$ cat src/hdl/adc_port_cfg.svh
// Purpose: offsets, field positions, reset values and counts of adc_port
// Assumes: AXI4-Lite byte addresses, 32-bit data
// Notes:   definitions only
`ifndef ADC_PORT_CFG_SVH
`define ADC_PORT_CFG_SVH

// ----------------------------------------------------------------------
// register byte offsets
// ----------------------------------------------------------------------
`define CFG_ADDR_CTRL     8'h00
`define CFG_ADDR_STATUS   8'h04
`define CFG_ADDR_SETUP    8'h08
`define CFG_ADDR_TX_RAW   8'h0c
`define CFG_ADDR_RX_DATA  8'h10

// ----------------------------------------------------------------------
// field positions
// ----------------------------------------------------------------------
`define CFG_CTRL_GATE_BIT 0
`define CFG_ST_RV_BIT     0
`define CFG_ST_RXV_BIT    1
`define CFG_ST_BUSY_BIT   2
`define CFG_ST_SEL_BIT    3
`define CFG_SETUP_UNI_BIT 0
`define CFG_SETUP_LO_BIT  22
`define CFG_SETUP_HI_BIT  23

// ----------------------------------------------------------------------
// reset values, answers, counts
// ----------------------------------------------------------------------
`define CFG_CTRL_RST      1'h1
`define CFG_SETUP_RST     32'h0000_0000
`define CFG_RESP_OKAY     2'h0
`define CFG_RESP_SLVERR   2'h2
`define CFG_POR_OSC_CYCLES 11'h7d6

`endif

$ cat src/hdl/adc_port_pkg.sv
// Purpose: shared types of adc_port
// Assumes: nothing
// Notes:   one-hot state codes
package adc_port_pkg;
   typedef enum logic [1:0] {
      ST_POR_WAIT = 2'b01,
      ST_RUN      = 2'b10
   } por_state_t;
endpackage

$ cat src/hdl/adc_port.sv
// Purpose: serial port pin logic, logic outputs, clock gate and power-on
//          hold of a multi-channel converter, with an AXI4-Lite slave
// Assumes: serial and crystal pins asynchronous to MCLK, bus pins synchronous; MCLK far faster than SCLK
// Notes:   CE low freezes every flip-flop
//
// How it works
// - SCLK edges count only while CS_B is low, never while high.
// - the serial output is released whenever CS_B is high.
// - one input bit is taken per SCLK period while selected.
// - the two logic outputs follow setup bits 22 and 23.
// - the master clock comes from the crystal gate or an outside clock.
// - with the polarity bit at 1 the word is sent as plain binary.
// - with the polarity bit at 0 the word is sent two's complement.
// - after power-up the port is held for 2006 oscillator cycles.
//
// Register access over AXI4-Lite and the register offsets were decided locally.
`include "adc_port_cfg.svh"
module adc_port #(
   parameter int WORD_BITS = 24
) (
   input  wire logic        MCLK,
   input  wire logic        RST_B,
   input  wire logic        CE,
   input  wire logic [7:0]  AWADDR,
   input  wire logic        AWVALID,
   output logic             AWREADY,
   input  wire logic [31:0] WDATA,
   input  wire logic [3:0]  WSTRB,
   input  wire logic        WVALID,
   output logic             WREADY,
   output logic [1:0]       BRESP,
   output logic             BVALID,
   input  wire logic        BREADY,
   input  wire logic [7:0]  ARADDR,
   input  wire logic        ARVALID,
   output logic             ARREADY,
   output logic [31:0]      RDATA,
   output logic [1:0]       RRESP,
   output logic             RVALID,
   input  wire logic        RREADY,
   input  wire logic        CS_B,
   input  wire logic        SCLK,
   input  wire logic        SERIAL_IN_PIN,
   output logic             SERIAL_OUT_PIN,
   output logic             SERIAL_OUT_OE_B,
   output logic             LOGIC_OUT_LOW,
   output logic             LOGIC_OUT_HIGH,
   input  wire logic        CRYSTAL_INPUT,
   output logic             CRYSTAL_OUTPUT
);
   localparam int CW = $clog2(WORD_BITS + 1);

   // ------------------------------------------------------------------
   // pin synchronisers and edges
   // ------------------------------------------------------------------
   logic [3:0]    pins_q;
   logic          sclk_prev_ff;
   logic          cs_prev_ff;
   logic          xin_prev_ff;

   pin_sync #(.W(4), .INIT(4'h8)) u_sync (
      .clk   (MCLK),
      .rst_b (RST_B),
      .ce    (CE),
      .d     ({CS_B, SCLK, SERIAL_IN_PIN, CRYSTAL_INPUT}),
      .q     (pins_q)
   );

   wire cs_q       = pins_q[3];
   wire sclk_q     = pins_q[2];
   wire sdi_q      = pins_q[1];
   wire xin_q      = pins_q[0];
   wire sclk_rise  = sclk_q & ~sclk_prev_ff;
   wire sclk_fall  = ~sclk_q & sclk_prev_ff;
   wire cs_fall    = ~cs_q & cs_prev_ff;
   wire xin_rise   = xin_q & ~xin_prev_ff;

   // ------------------------------------------------------------------
   // power-on hold
   // ------------------------------------------------------------------
   adc_port_pkg::por_state_t state_ff;
   logic [10:0]   por_cnt_ff;
   wire por_busy  = (state_ff == adc_port_pkg::ST_POR_WAIT);
   wire por_last  = xin_rise & (por_cnt_ff == `CFG_POR_OSC_CYCLES - 11'h1);
   // selection counts only once the hold is over
   wire sel       = ~cs_q & ~por_busy;

   // ------------------------------------------------------------------
   // register file and bus decode
   // ------------------------------------------------------------------
   logic          gate_en_ff;
   logic          rv_ff;
   logic          rxv_ff;
   logic [31:0]   setup_ff;
   logic [31:0]   tx_raw_ff;
   logic [WORD_BITS-1:0] rx_word_ff;
   logic [7:0]    awaddr_ff;
   logic [31:0]   wdata_ff;
   logic [3:0]    wstrb_ff;

   wire [31:0] bmask   = {{8{wstrb_ff[3]}}, {8{wstrb_ff[2]}},
                          {8{wstrb_ff[1]}}, {8{wstrb_ff[0]}}};
   wire do_write       = ~AWREADY & ~WREADY & ~BVALID;
   wire wr_ctrl        = do_write & (awaddr_ff == `CFG_ADDR_CTRL);
   wire wr_status      = do_write & (awaddr_ff == `CFG_ADDR_STATUS);
   wire wr_setup       = do_write & (awaddr_ff == `CFG_ADDR_SETUP);
   wire wr_tx          = do_write & (awaddr_ff == `CFG_ADDR_TX_RAW);
   wire wr_hit         = wr_ctrl | wr_status | wr_setup | wr_tx |
                         (awaddr_ff == `CFG_ADDR_RX_DATA);
   wire clr_rv         = wr_status & wstrb_ff[0] & wdata_ff[`CFG_ST_RV_BIT];
   wire clr_rxv        = wr_status & wstrb_ff[0] & wdata_ff[`CFG_ST_RXV_BIT];
   wire [31:0] status_w = {28'h0, ~cs_q, por_busy, rxv_ff, rv_ff};
   wire [31:0] rx_w     = {{(32-WORD_BITS){1'b0}}, rx_word_ff};
   wire ar_take        = ARVALID & ARREADY;
   wire rd_ctrl        = (ARADDR == `CFG_ADDR_CTRL);
   wire rd_status      = (ARADDR == `CFG_ADDR_STATUS);
   wire rd_setup       = (ARADDR == `CFG_ADDR_SETUP);
   wire rd_tx          = (ARADDR == `CFG_ADDR_TX_RAW);
   wire rd_rx          = (ARADDR == `CFG_ADDR_RX_DATA);
   wire rd_hit         = rd_ctrl | rd_status | rd_setup | rd_tx | rd_rx;
   wire [31:0] rd_mux  = rd_ctrl   ? {31'h0, gate_en_ff} :
                         rd_status ? status_w :
                         rd_setup  ? setup_ff :
                         rd_tx     ? tx_raw_ff :
                         rd_rx     ? rx_w : 32'h0;

   // ------------------------------------------------------------------
   // serial datapath
   // ------------------------------------------------------------------
   logic [CW-1:0]        bit_cnt_ff;
   logic [WORD_BITS-1:0] rx_sh_ff;
   logic [WORD_BITS-1:0] tx_sh_ff;
   wire uni            = setup_ff[`CFG_SETUP_UNI_BIT];
   wire [WORD_BITS-1:0] raw = tx_raw_ff[WORD_BITS-1:0];
   wire [WORD_BITS-1:0] coded = uni ? raw :
                                {~raw[WORD_BITS-1], raw[WORD_BITS-2:0]};
   wire word_done      = sel & sclk_rise &
                         (bit_cnt_ff == CW'(WORD_BITS - 1));

   always_ff @(posedge MCLK)
   begin
      if (!RST_B)
      begin
         sclk_prev_ff <= 1'b0;
         cs_prev_ff   <= 1'b1;
         xin_prev_ff  <= 1'b0;
         state_ff     <= adc_port_pkg::ST_POR_WAIT;
         por_cnt_ff   <= 11'h0;
      end
      else if (CE)
      begin
         sclk_prev_ff <= sclk_q;
         cs_prev_ff   <= cs_q;
         xin_prev_ff  <= xin_q;
         if (por_busy && xin_rise)
            por_cnt_ff <= por_cnt_ff + 11'h1;
         if (por_busy && por_last)
            state_ff <= adc_port_pkg::ST_RUN;
      end
   end

   always_ff @(posedge MCLK)
   begin
      if (!RST_B || (CE && !sel))
      begin
         bit_cnt_ff <= '0;
      end
      else if (CE && sclk_rise)
      begin
         bit_cnt_ff <= word_done ? '0 : bit_cnt_ff + CW'(1);
      end
   end

   always_ff @(posedge MCLK)
   begin
      if (!RST_B || (CE && por_busy))
      begin
         rx_sh_ff        <= '0;
         tx_sh_ff        <= '0;
         SERIAL_OUT_PIN  <= 1'b0;
         SERIAL_OUT_OE_B <= 1'b1;
      end
      else if (CE)
      begin
         SERIAL_OUT_OE_B <= cs_q;
         if (sel && sclk_rise)
            rx_sh_ff <= {rx_sh_ff[WORD_BITS-2:0], sdi_q};
         if (cs_fall)
         begin
            tx_sh_ff       <= coded;
            SERIAL_OUT_PIN <= coded[WORD_BITS-1];
         end
         else if (sel && sclk_fall)
         begin
            tx_sh_ff       <= {tx_sh_ff[WORD_BITS-2:0], 1'b0};
            SERIAL_OUT_PIN <= tx_sh_ff[WORD_BITS-2];
         end
      end
   end

   // ------------------------------------------------------------------
   // AXI4-Lite slave and registers
   // ------------------------------------------------------------------
   always_ff @(posedge MCLK)
   begin
      if (!RST_B)
      begin
         AWREADY    <= 1'b1;
         WREADY     <= 1'b1;
         BVALID     <= 1'b0;
         BRESP      <= `CFG_RESP_OKAY;
         ARREADY    <= 1'b1;
         RVALID     <= 1'b0;
         RDATA      <= 32'h0;
         RRESP      <= `CFG_RESP_OKAY;
         awaddr_ff  <= 8'h0;
         wdata_ff   <= 32'h0;
         wstrb_ff   <= 4'h0;
         gate_en_ff <= `CFG_CTRL_RST;
         setup_ff   <= `CFG_SETUP_RST;
         tx_raw_ff  <= 32'h0;
         rv_ff      <= 1'b0;
         rxv_ff     <= 1'b0;
         rx_word_ff <= '0;
      end
      else if (CE)
      begin
         if (AWVALID && AWREADY)
         begin
            awaddr_ff <= AWADDR;
            AWREADY   <= 1'b0;
         end
         if (WVALID && WREADY)
         begin
            wdata_ff <= WDATA;
            wstrb_ff <= WSTRB;
            WREADY   <= 1'b0;
         end
         if (do_write)
         begin
            BVALID <= 1'b1;
            BRESP  <= wr_hit ? `CFG_RESP_OKAY : `CFG_RESP_SLVERR;
         end
         if (BVALID && BREADY)
         begin
            BVALID  <= 1'b0;
            AWREADY <= 1'b1;
            WREADY  <= 1'b1;
         end
         if (ar_take)
         begin
            ARREADY <= 1'b0;
            RVALID  <= 1'b1;
            RDATA   <= rd_mux;
            RRESP   <= rd_hit ? `CFG_RESP_OKAY : `CFG_RESP_SLVERR;
         end
         if (RVALID && RREADY)
         begin
            RVALID  <= 1'b0;
            ARREADY <= 1'b1;
         end
         if (wr_ctrl && wstrb_ff[0])
            gate_en_ff <= wdata_ff[`CFG_CTRL_GATE_BIT];
         if (wr_setup)
            setup_ff <= (setup_ff & ~bmask) | (wdata_ff & bmask);
         if (wr_tx)
            tx_raw_ff <= (tx_raw_ff & ~bmask) | (wdata_ff & bmask);
         // set wins over a clear in the same cycle
         // hold marks a valid reset
         rv_ff  <= por_busy | (rv_ff & ~clr_rv);
         rxv_ff <= word_done | (rxv_ff & ~clr_rxv);
         if (word_done)
            rx_word_ff <= {rx_sh_ff[WORD_BITS-2:0], sdi_q};
      end
   end

   // ------------------------------------------------------------------
   // logic outputs and crystal gate
   // ------------------------------------------------------------------
   always_ff @(posedge MCLK)
   begin
      if (!RST_B)
      begin
         LOGIC_OUT_LOW  <= 1'b0;
         LOGIC_OUT_HIGH <= 1'b0;
         CRYSTAL_OUTPUT <= 1'b0;
      end
      else if (CE)
      begin
         LOGIC_OUT_LOW  <= setup_ff[`CFG_SETUP_LO_BIT];
         LOGIC_OUT_HIGH <= setup_ff[`CFG_SETUP_HI_BIT];
         // gate off leaves an outside clock alone
         CRYSTAL_OUTPUT <= gate_en_ff & ~xin_q;
      end
   end
endmodule

$ cat src/hdl/pin_sync.sv
// Purpose: three-stage synchroniser with agreement filter
// Assumes: inputs asynchronous to clk
// Notes:   q follows only when stages two and three agree
module pin_sync #(
   parameter int             W    = 1,
   parameter logic [W-1:0]   INIT = '0
) (
   input  wire logic         clk,
   input  wire logic         rst_b,
   input  wire logic         ce,
   input  wire logic [W-1:0] d,
   output logic      [W-1:0] q
);
   logic [W-1:0] s1_ff;
   logic [W-1:0] s2_ff;
   logic [W-1:0] s3_ff;
   wire  [W-1:0] agree = ~(s2_ff ^ s3_ff);
   wire  [W-1:0] nxt_q = (agree & s3_ff) | (~agree & q);

   always_ff @(posedge clk)
   begin
      if (!rst_b)
      begin
         s1_ff <= INIT;
         s2_ff <= INIT;
         s3_ff <= INIT;
         q     <= INIT;
      end
      else if (ce)
      begin
         s1_ff <= d;
         s2_ff <= s1_ff;
         s3_ff <= s2_ff;
         q     <= nxt_q;
      end
   end
endmodule

$ cat config.mk
export PLATFORM = sky130hd
export DESIGN_NAME = adc_port
export DESIGN_NICKNAME = d
export VERILOG_FILES = /design/src/hdl/adc_port_pkg.sv /design/src/hdl/adc_port.sv /design/src/hdl/pin_sync.sv
export VERILOG_INCLUDE_DIRS = /design/src /design/src/hdl
export SDC_FILE = /design/constraint.sdc
export NUM_CORES = 1
export LEC_CHECK = 0
export BUFFER_PORTS_ARGS = -buffer_cell sky130_fd_sc_hd__buf_2
export CAP_MARGIN = 20
export CORE_MARGIN = 2
export CORE_UTILIZATION = 30
export CTS_BUF_LIST = sky130_fd_sc_hd__clkbuf_4 sky130_fd_sc_hd__clkbuf_8
export DETAILED_ROUTE_END_ITERATION = 8
export PLACE_DENSITY = 0.47
export SLEW_MARGIN = 20
export SYNTH_ARGS = -nofsm -noshare
export SYNTH_HDL_FRONTEND = slang
export SYNTH_SLANG_ARGS = --single-unit
$ cat constraint.sdc
create_clock -name MCLK -period 3.3 [get_ports MCLK]
set_clock_uncertainty 0.15 [all_clocks]
set_input_delay 0.165 -clock MCLK [delete_from_list [all_inputs] [get_ports MCLK]]
set_output_delay 0.165 -clock MCLK [all_outputs]
set_load 0.05 [all_outputs]
# Word-level counts from Yosys, hierarchy flattened
# Cells that the tools add are included.
[totals]
inputBits = 64
ff_bits = 264
[classes]
bitwise_logic = 55
n_addsub = 2
n_eq_ne = 11
muxes = 23
reduce_logical = 39
[op_table]
columns = ["cell", "count"]
rows = [
  ["32-bit 2-to-1 mux", 4],
  ["32-bit bitwise AND", 3],
  ["32-bit bitwise OR", 2],
  ["24-bit 2-to-1 mux", 2],
  ["23-bit 2-to-1 mux", 2],
  ["8-bit by 4-bit == test with 1-bit output, second input constant", 4],
  ["32-bit inverter", 1],
  ["2-bit AND reduction", 16],
  ["1-bit bitwise AND", 21],
  ["8-bit by 3-bit == test with 1-bit output, second input constant", 2],
  ["8-bit by 5-bit == test with 1-bit output, second input constant", 2],
  ["8-bit zero test", 2],
  ["1-bit logical AND", 12],
  ["1-bit 2-to-1 mux", 12],
  ["1-bit inverter", 12],
  ["11-bit by 1-bit adder with 11-bit output, second input constant", 1],
  ["11-bit == test, second input constant", 1],
  ["1-bit bitwise OR", 10],
  ["2-bit nonzero test", 5],
  ["4-bit bitwise AND", 2],
  ["4-bit inverter", 2],
  ["5-bit by 1-bit adder with 5-bit output, second input constant", 1],
  ["5-bit == test, second input constant", 1],
  ["5-bit 2-to-1 mux", 1],
  ["other kinds (6)", 9],
]

# Depth between registers and ports, before layout
[depth]
word_depth = 9
mapped_depth = 7
depth_no_buf = 6

# Cells and area by module
# Synthesis repeated with hierarchy kept, for this count alone.
[hier_totals]
cells_unflattened = 1153
hier_area_um2 = 11070.6
[by_module_without_submodules]
columns = ["module", "instances", "cells_each", "area_per_inst_um2"]
rows = [
  ["adc_port", 1, 1092, 10412.5],
  ["pin_sync", 1, 61, 658.1],
]

# Worst setup path after synthesis
# OpenSTA, ideal clock, no wires.
[synth_timing]
kind = "register to register"
from = "reg BVALID"
to = "reg gate_en_ff"
arrival_time_ns = 2.070
t_required_ns = 3.030
path_stages_with_launch = 5
synth_period_minus_slack_ns = 2.339
slack_ns = 0.961
path_cell_list = "dfxtp_1 -> or4_4 -> or4_4 -> o31a_1 -> a211o_1"
[synth_between]
elab_chain_len = 5
[synth_rtl]
columns = ["item", "line", "source"]
rows = [
  ["start: declaration", "adc_port.sv:32", "output logic BVALID,"],
  ["start signal: assignment", "adc_port.sv:210", "BVALID <= 1'b0;"],
  ["start signal: assignment", "adc_port.sv:241", "BVALID <= 1'b1;"],
  ["start signal: assignment", "adc_port.sv:246", "BVALID <= 1'b0;"],
  ["1-bit inverter", "adc_port.sv:103", "wire do_write = ~AWREADY & ~WREADY & ~BVALID;"],
  ["1-bit bitwise AND", "adc_port.sv:103", ""],
  ["1-bit bitwise AND", "adc_port.sv:104", "wire wr_ctrl = do_write & (awaddr_ff == `CFG_ADDR_CTRL);"],
  ["1-bit logical AND", "adc_port.sv:262", "if (wr_ctrl && wstrb_ff[0])"],
  ["2-bit AND reduction (no line)", "-", ""],
  ["end signal: assignment", "adc_port.sv:219", "gate_en_ff <= `CFG_CTRL_RST;"],
  ["end signal: assignment", "adc_port.sv:263", "gate_en_ff <= wdata_ff[`CFG_CTRL_GATE_BIT];"],
  ["end: declaration", "adc_port.sv:91", "logic gate_en_ff;"],
]
# No other way between the ends.
# A chain may end at the register's enable or synchronous reset.

# Final worst setup path
[layout_timing]
from = "in ARADDR[2]"
to = "reg RDATA[1]"
[layout_between]
elab_chain_len = 6
word_cells_on_any_way = 10
cone_classes = "eq/ne (4); mux (5); reduce/logical (1)"
[layout_rtl]
columns = ["item", "line", "source"]
rows = [
  ["start: declaration", "adc_port.sv:34", "input wire logic [7:0] ARADDR,"],
  ["8-bit by 5-bit == test with 1-bit output (no line)", "-", ""],
  ["24-bit 2-to-1 mux", "adc_port.sv:125", "rd_rx ? rx_w : 32'h0;"],
  ["32-bit 2-to-1 mux", "adc_port.sv:124", "rd_tx ? tx_raw_ff :"],
  ["32-bit 2-to-1 mux", "adc_port.sv:123", "rd_setup ? setup_ff :"],
  ["32-bit 2-to-1 mux", "adc_port.sv:122", "rd_status ? status_w :"],
  ["32-bit 2-to-1 mux *", "adc_port.sv:121", "wire [31:0] rd_mux = rd_ctrl ? {31'h0, gate_en_ff} :"],
  ["end signal: assignment", "adc_port.sv:254", "RDATA <= rd_mux;"],
  ["end: declaration", "adc_port.sv:37", "output logic [31:0] RDATA,"],
]
# Mark *: on every way between the ends. The rest lies on a longest branch, timed or not.

==> impl_metrics.tcl <==
set metrics [dict create \
    synth_xor_xnor_area_share 0.00750 \
    h-tree-depth 2 \
    finalPower_mw 6.78 \
    synthArstFlopShare 0 \
    outcome "completed" \
    die_w_um 191 \
    finalSetupViolations 0 \
    die_h_um 191 \
    yosysSeqAreaShare 0.499 \
    synthTopCellsByArea "dfxtp_1 50%, mux2i_1 10%, nand2_1 8.5%" \
    pwr-share-comb 0.056 \
    post-dp-hpwl_um 20200 \
    hold_depth 4 \
    drt-initial-drc-count 473 \
    critPathLaunchType "input port" \
    rsz0062_at_grt "no" \
    clkLatencyLatePin_ns 0.58 \
    final.setup.tns_ns 0 \
    vias_per_cell 4.75 \
    hp-class "input port to flip-flop" \
    synth_flop_cell "dfxtp_1" \
    fill_cells 3625 \
    avgSynthCellArea_um2 8.73 \
    maxCapViolations 0 \
    yosys_warnings 0 \
    row_count 68 \
    wire_per_inst_um 16.3 \
    synth.largest_area_cell "dfxtp_1" \
    crit_type "input port to flip-flop" \
    slew_violations 0 \
    clock_sinks 262 \
    core_um2 34500 \
    drc 0 \
    area_growth_pct 25.3 \
    drive_above_1_share 0.170 \
    yosys.area_share.simple 0.194 \
    synth-seq-cells 262 \
    p_leak_nw 4.77 \
    synthCells 1204 \
    io_pins 110 \
    dieArea_um2 36500 \
    cts_tree "done" \
    max_clock_freq_mhz 352 \
    required_ns 3.62 \
    hold_viol 0 \
    power_switching_mw 1.59 \
    wl_um 30200 \
    slew_headroom 0.423 \
    ctsResizeCount 0 \
    cts.path.max_buffers 3 \
    peakVddDrop_mv 0.295 \
    nets 1436 \
    synth-edff-count 0 \
    antenna_found_initial 1 \
    place.gp.congestion 0.761 \
    synth_top_family_by_area "simple AND/OR/NAND/NOR gates" \
    antenna_left 0 \
    p_per_area_nw_per_um2 515 \
    synth-adder-area-share 0.00357 \
    cp-end-kind "flip-flop" \
    finalCriticalPeriod_ns 2.84 \
    clk_pin_slew_ns 0.06 \
    sw_frac_of_total 0.234 \
    power.internal_mw 5.19 \
    firstDrtPassIters 6 \
    period_share 0.862 \
    overflow 0 \
    cts_root_buf "clkbuf_8" \
    rr_worst_depth 4 \
    synth_compound_gate_area_share 0.151 \
    yosysUniqueCellTypes 56 \
    seqPwrFrac 0.476 \
    worst_slew_pin_slew_ns 0.861 \
    grt_max_degree 63 \
    cts_buffers 48 \
    crit_fanout 18 \
    clkPwrFrac 0.468 \
    start_util 0.304 \
    grt_pass1_vias 8604 \
    arrival_ns 3.16 \
    synth_top_area_share 0.499 \
    grtUsageTotal 0.167 \
    vias 8830 \
    synthMuxAreaShare 0.107 \
    grt_pass1_wl_um 48100 \
    io_buffer_count 107 \
    synth_area_um2 10500 \
]
-- cell usage in the layout (no fill, tap or decap), drive strengths merged, types with 3 or more instances in the layout --
| cell | synthesis | final |
|---|---|---|
| a211oi | 24 | 24 |
| a21o | 3 | 3 |
| a21oi | 118 | 118 |
| a221o | 4 | 4 |
| a22oi | 11 | 11 |
| a31oi | 3 | 3 |
| and2 | 12 | 12 |
| and3 | 3 | 3 |
| and3b | 5 | 5 |
| buf | 26 | 133 |
| clkbuf | 63 | 79 |
| clkinv | 0 | 3 |
| dfxtp | 262 | 262 |
| dlygate4sd3 | 0 | 70 |
| ha | 3 | 3 |
| inv | 8 | 8 |
| mux2 | 5 | 5 |
| mux2i | 107 | 107 |
| nand2 | 238 | 238 |
| nand2b | 5 | 5 |
| nand3 | 43 | 43 |
| nand3b | 3 | 3 |
| nand4 | 15 | 15 |
| nor2 | 78 | 78 |
| nor2b | 5 | 5 |
| nor3 | 12 | 12 |
| nor4 | 5 | 5 |
| o21a | 12 | 12 |
| o21ai | 70 | 70 |
| o31ai | 12 | 12 |
| or2 | 3 | 3 |
| or3 | 7 | 7 |
| or4 | 8 | 8 |
| xnor2 | 4 | 4 |
| xor2 | 5 | 5 |
-- cell usage after synthesis, types with 4 or more instances --
cell	count
nor4_1	5
nand2b_1	5
o21ai_0	46
o31ai_1	12
xnor2_1	4
nor2b_1	5
nand3_1	43
nor2_1	78
nand2_1	238
a211oi_1	24
nor3_2	4
buf_2	14
or4_1	5
and2_1	12
mux2_2	5
or3_1	7
a221o_1	4
nand4_1	15
nor3_1	8
a22oi_1	11
xor2_1	5
mux2i_1	107
o21ai_1	24
o21a_1	12
clkbuf_1	63
buf_1	10
and3b_1	5
a21oi_1	118
dfxtp_1	262
inv_1	8
-- power by group through the flow --
stage / Clock [mW] / Combinational, mW / Sequential [mW]
finish: 3.17 / 0.381 / 3.23
global placement: 0 / 0.321 / 3.30
floorplan: 0 / 0.188 / 3.31
CTS: 3.28 / 0.383 / 3.23
detailed placement: 0 / 0.320 / 3.30
global route: 3.43 / 0.418 / 3.24
-- worst paths after layout --
path | end | slack (ns) | start
worst max-delay path | RDATA[1] | 0.46 | ARADDR[2]
worst min-delay path | RDATA[21] | 0.05 | ARADDR[5]
worst min register to register | RDATA[15] | 0.30 | RDATA[15]
worst max register to register | flip-flop | 0.96 | BVALID
-- final cells by class --
cell class	instances	area, um^2	area share
inverter	8	31.3	0.00238
clock buffer	79	968	0.0735
multi-input combinational	846	4890	0.371
clock inverter	4	26.3	0.00200
antenna	1	2.50	0.000190
sequential	262	5250	0.398
timing repair buffer	203	1430	0.109
tap	455	569	0.0432
-- timing repair --
action	4_1_cts	5_1_grt
buffers inserted	0	0
hold buffers	70	0
hold endpoints to repair	76	0
-- kinds of logic (layout without fill, tap and decap cells) --
| kind of cell | after synthesis | in the layout |
|---|---|---|
| buffers and inverters | 97 | 294 |
| AOI/OAI and AO/OA | 270 | 270 |
| and+or+nand+nor | 450 | 450 |
| DFF | 262 | 262 |
| other | 1 | 3 |
| adders and majority gates | 3 | 3 |
| muxes | 112 | 112 |
| xor gates and xnor gates | 9 | 9 |
-- routing by layer --
metal | wire, um | track usage
met1 | 15200 | 0.230
met2 | 13400 | 0.262
met3 | 909 | 0.0274
met4 | 705 | 0.0601
met5 | 0 | 0
-- worst max-delay path, stage by stage --
cell and delay, ns:
dlygate4sd3_1 0.57, buf_2 0.36, buf_4 0.36, nand2_1 0.11
nor3_1 0.14, o32ai_1 0.09, dlygate4sd3_1 0.57, a32o_1 0.24
dlygate4sd3_1 0.55
-- through the flow --
stage	hold slack [ns]	worst slack, ns	cell area (um^2)	util	std cells
2_1_floorplan	0.143	0.961	10500	-	1205
3_3_place_gp	0.232	0.966	11500	0.332	1704
3_5_place_dp	0.253	0.939	11500	0.332	1704
4_1_cts	0.0201	0.540	13200	0.381	1857
5_1_grt	0.0755	0.353	13200	0.381	1858
6_report	0.0514	0.456	13200	0.381	1858
Note: power is estimated with default switching activity, not from simulation.
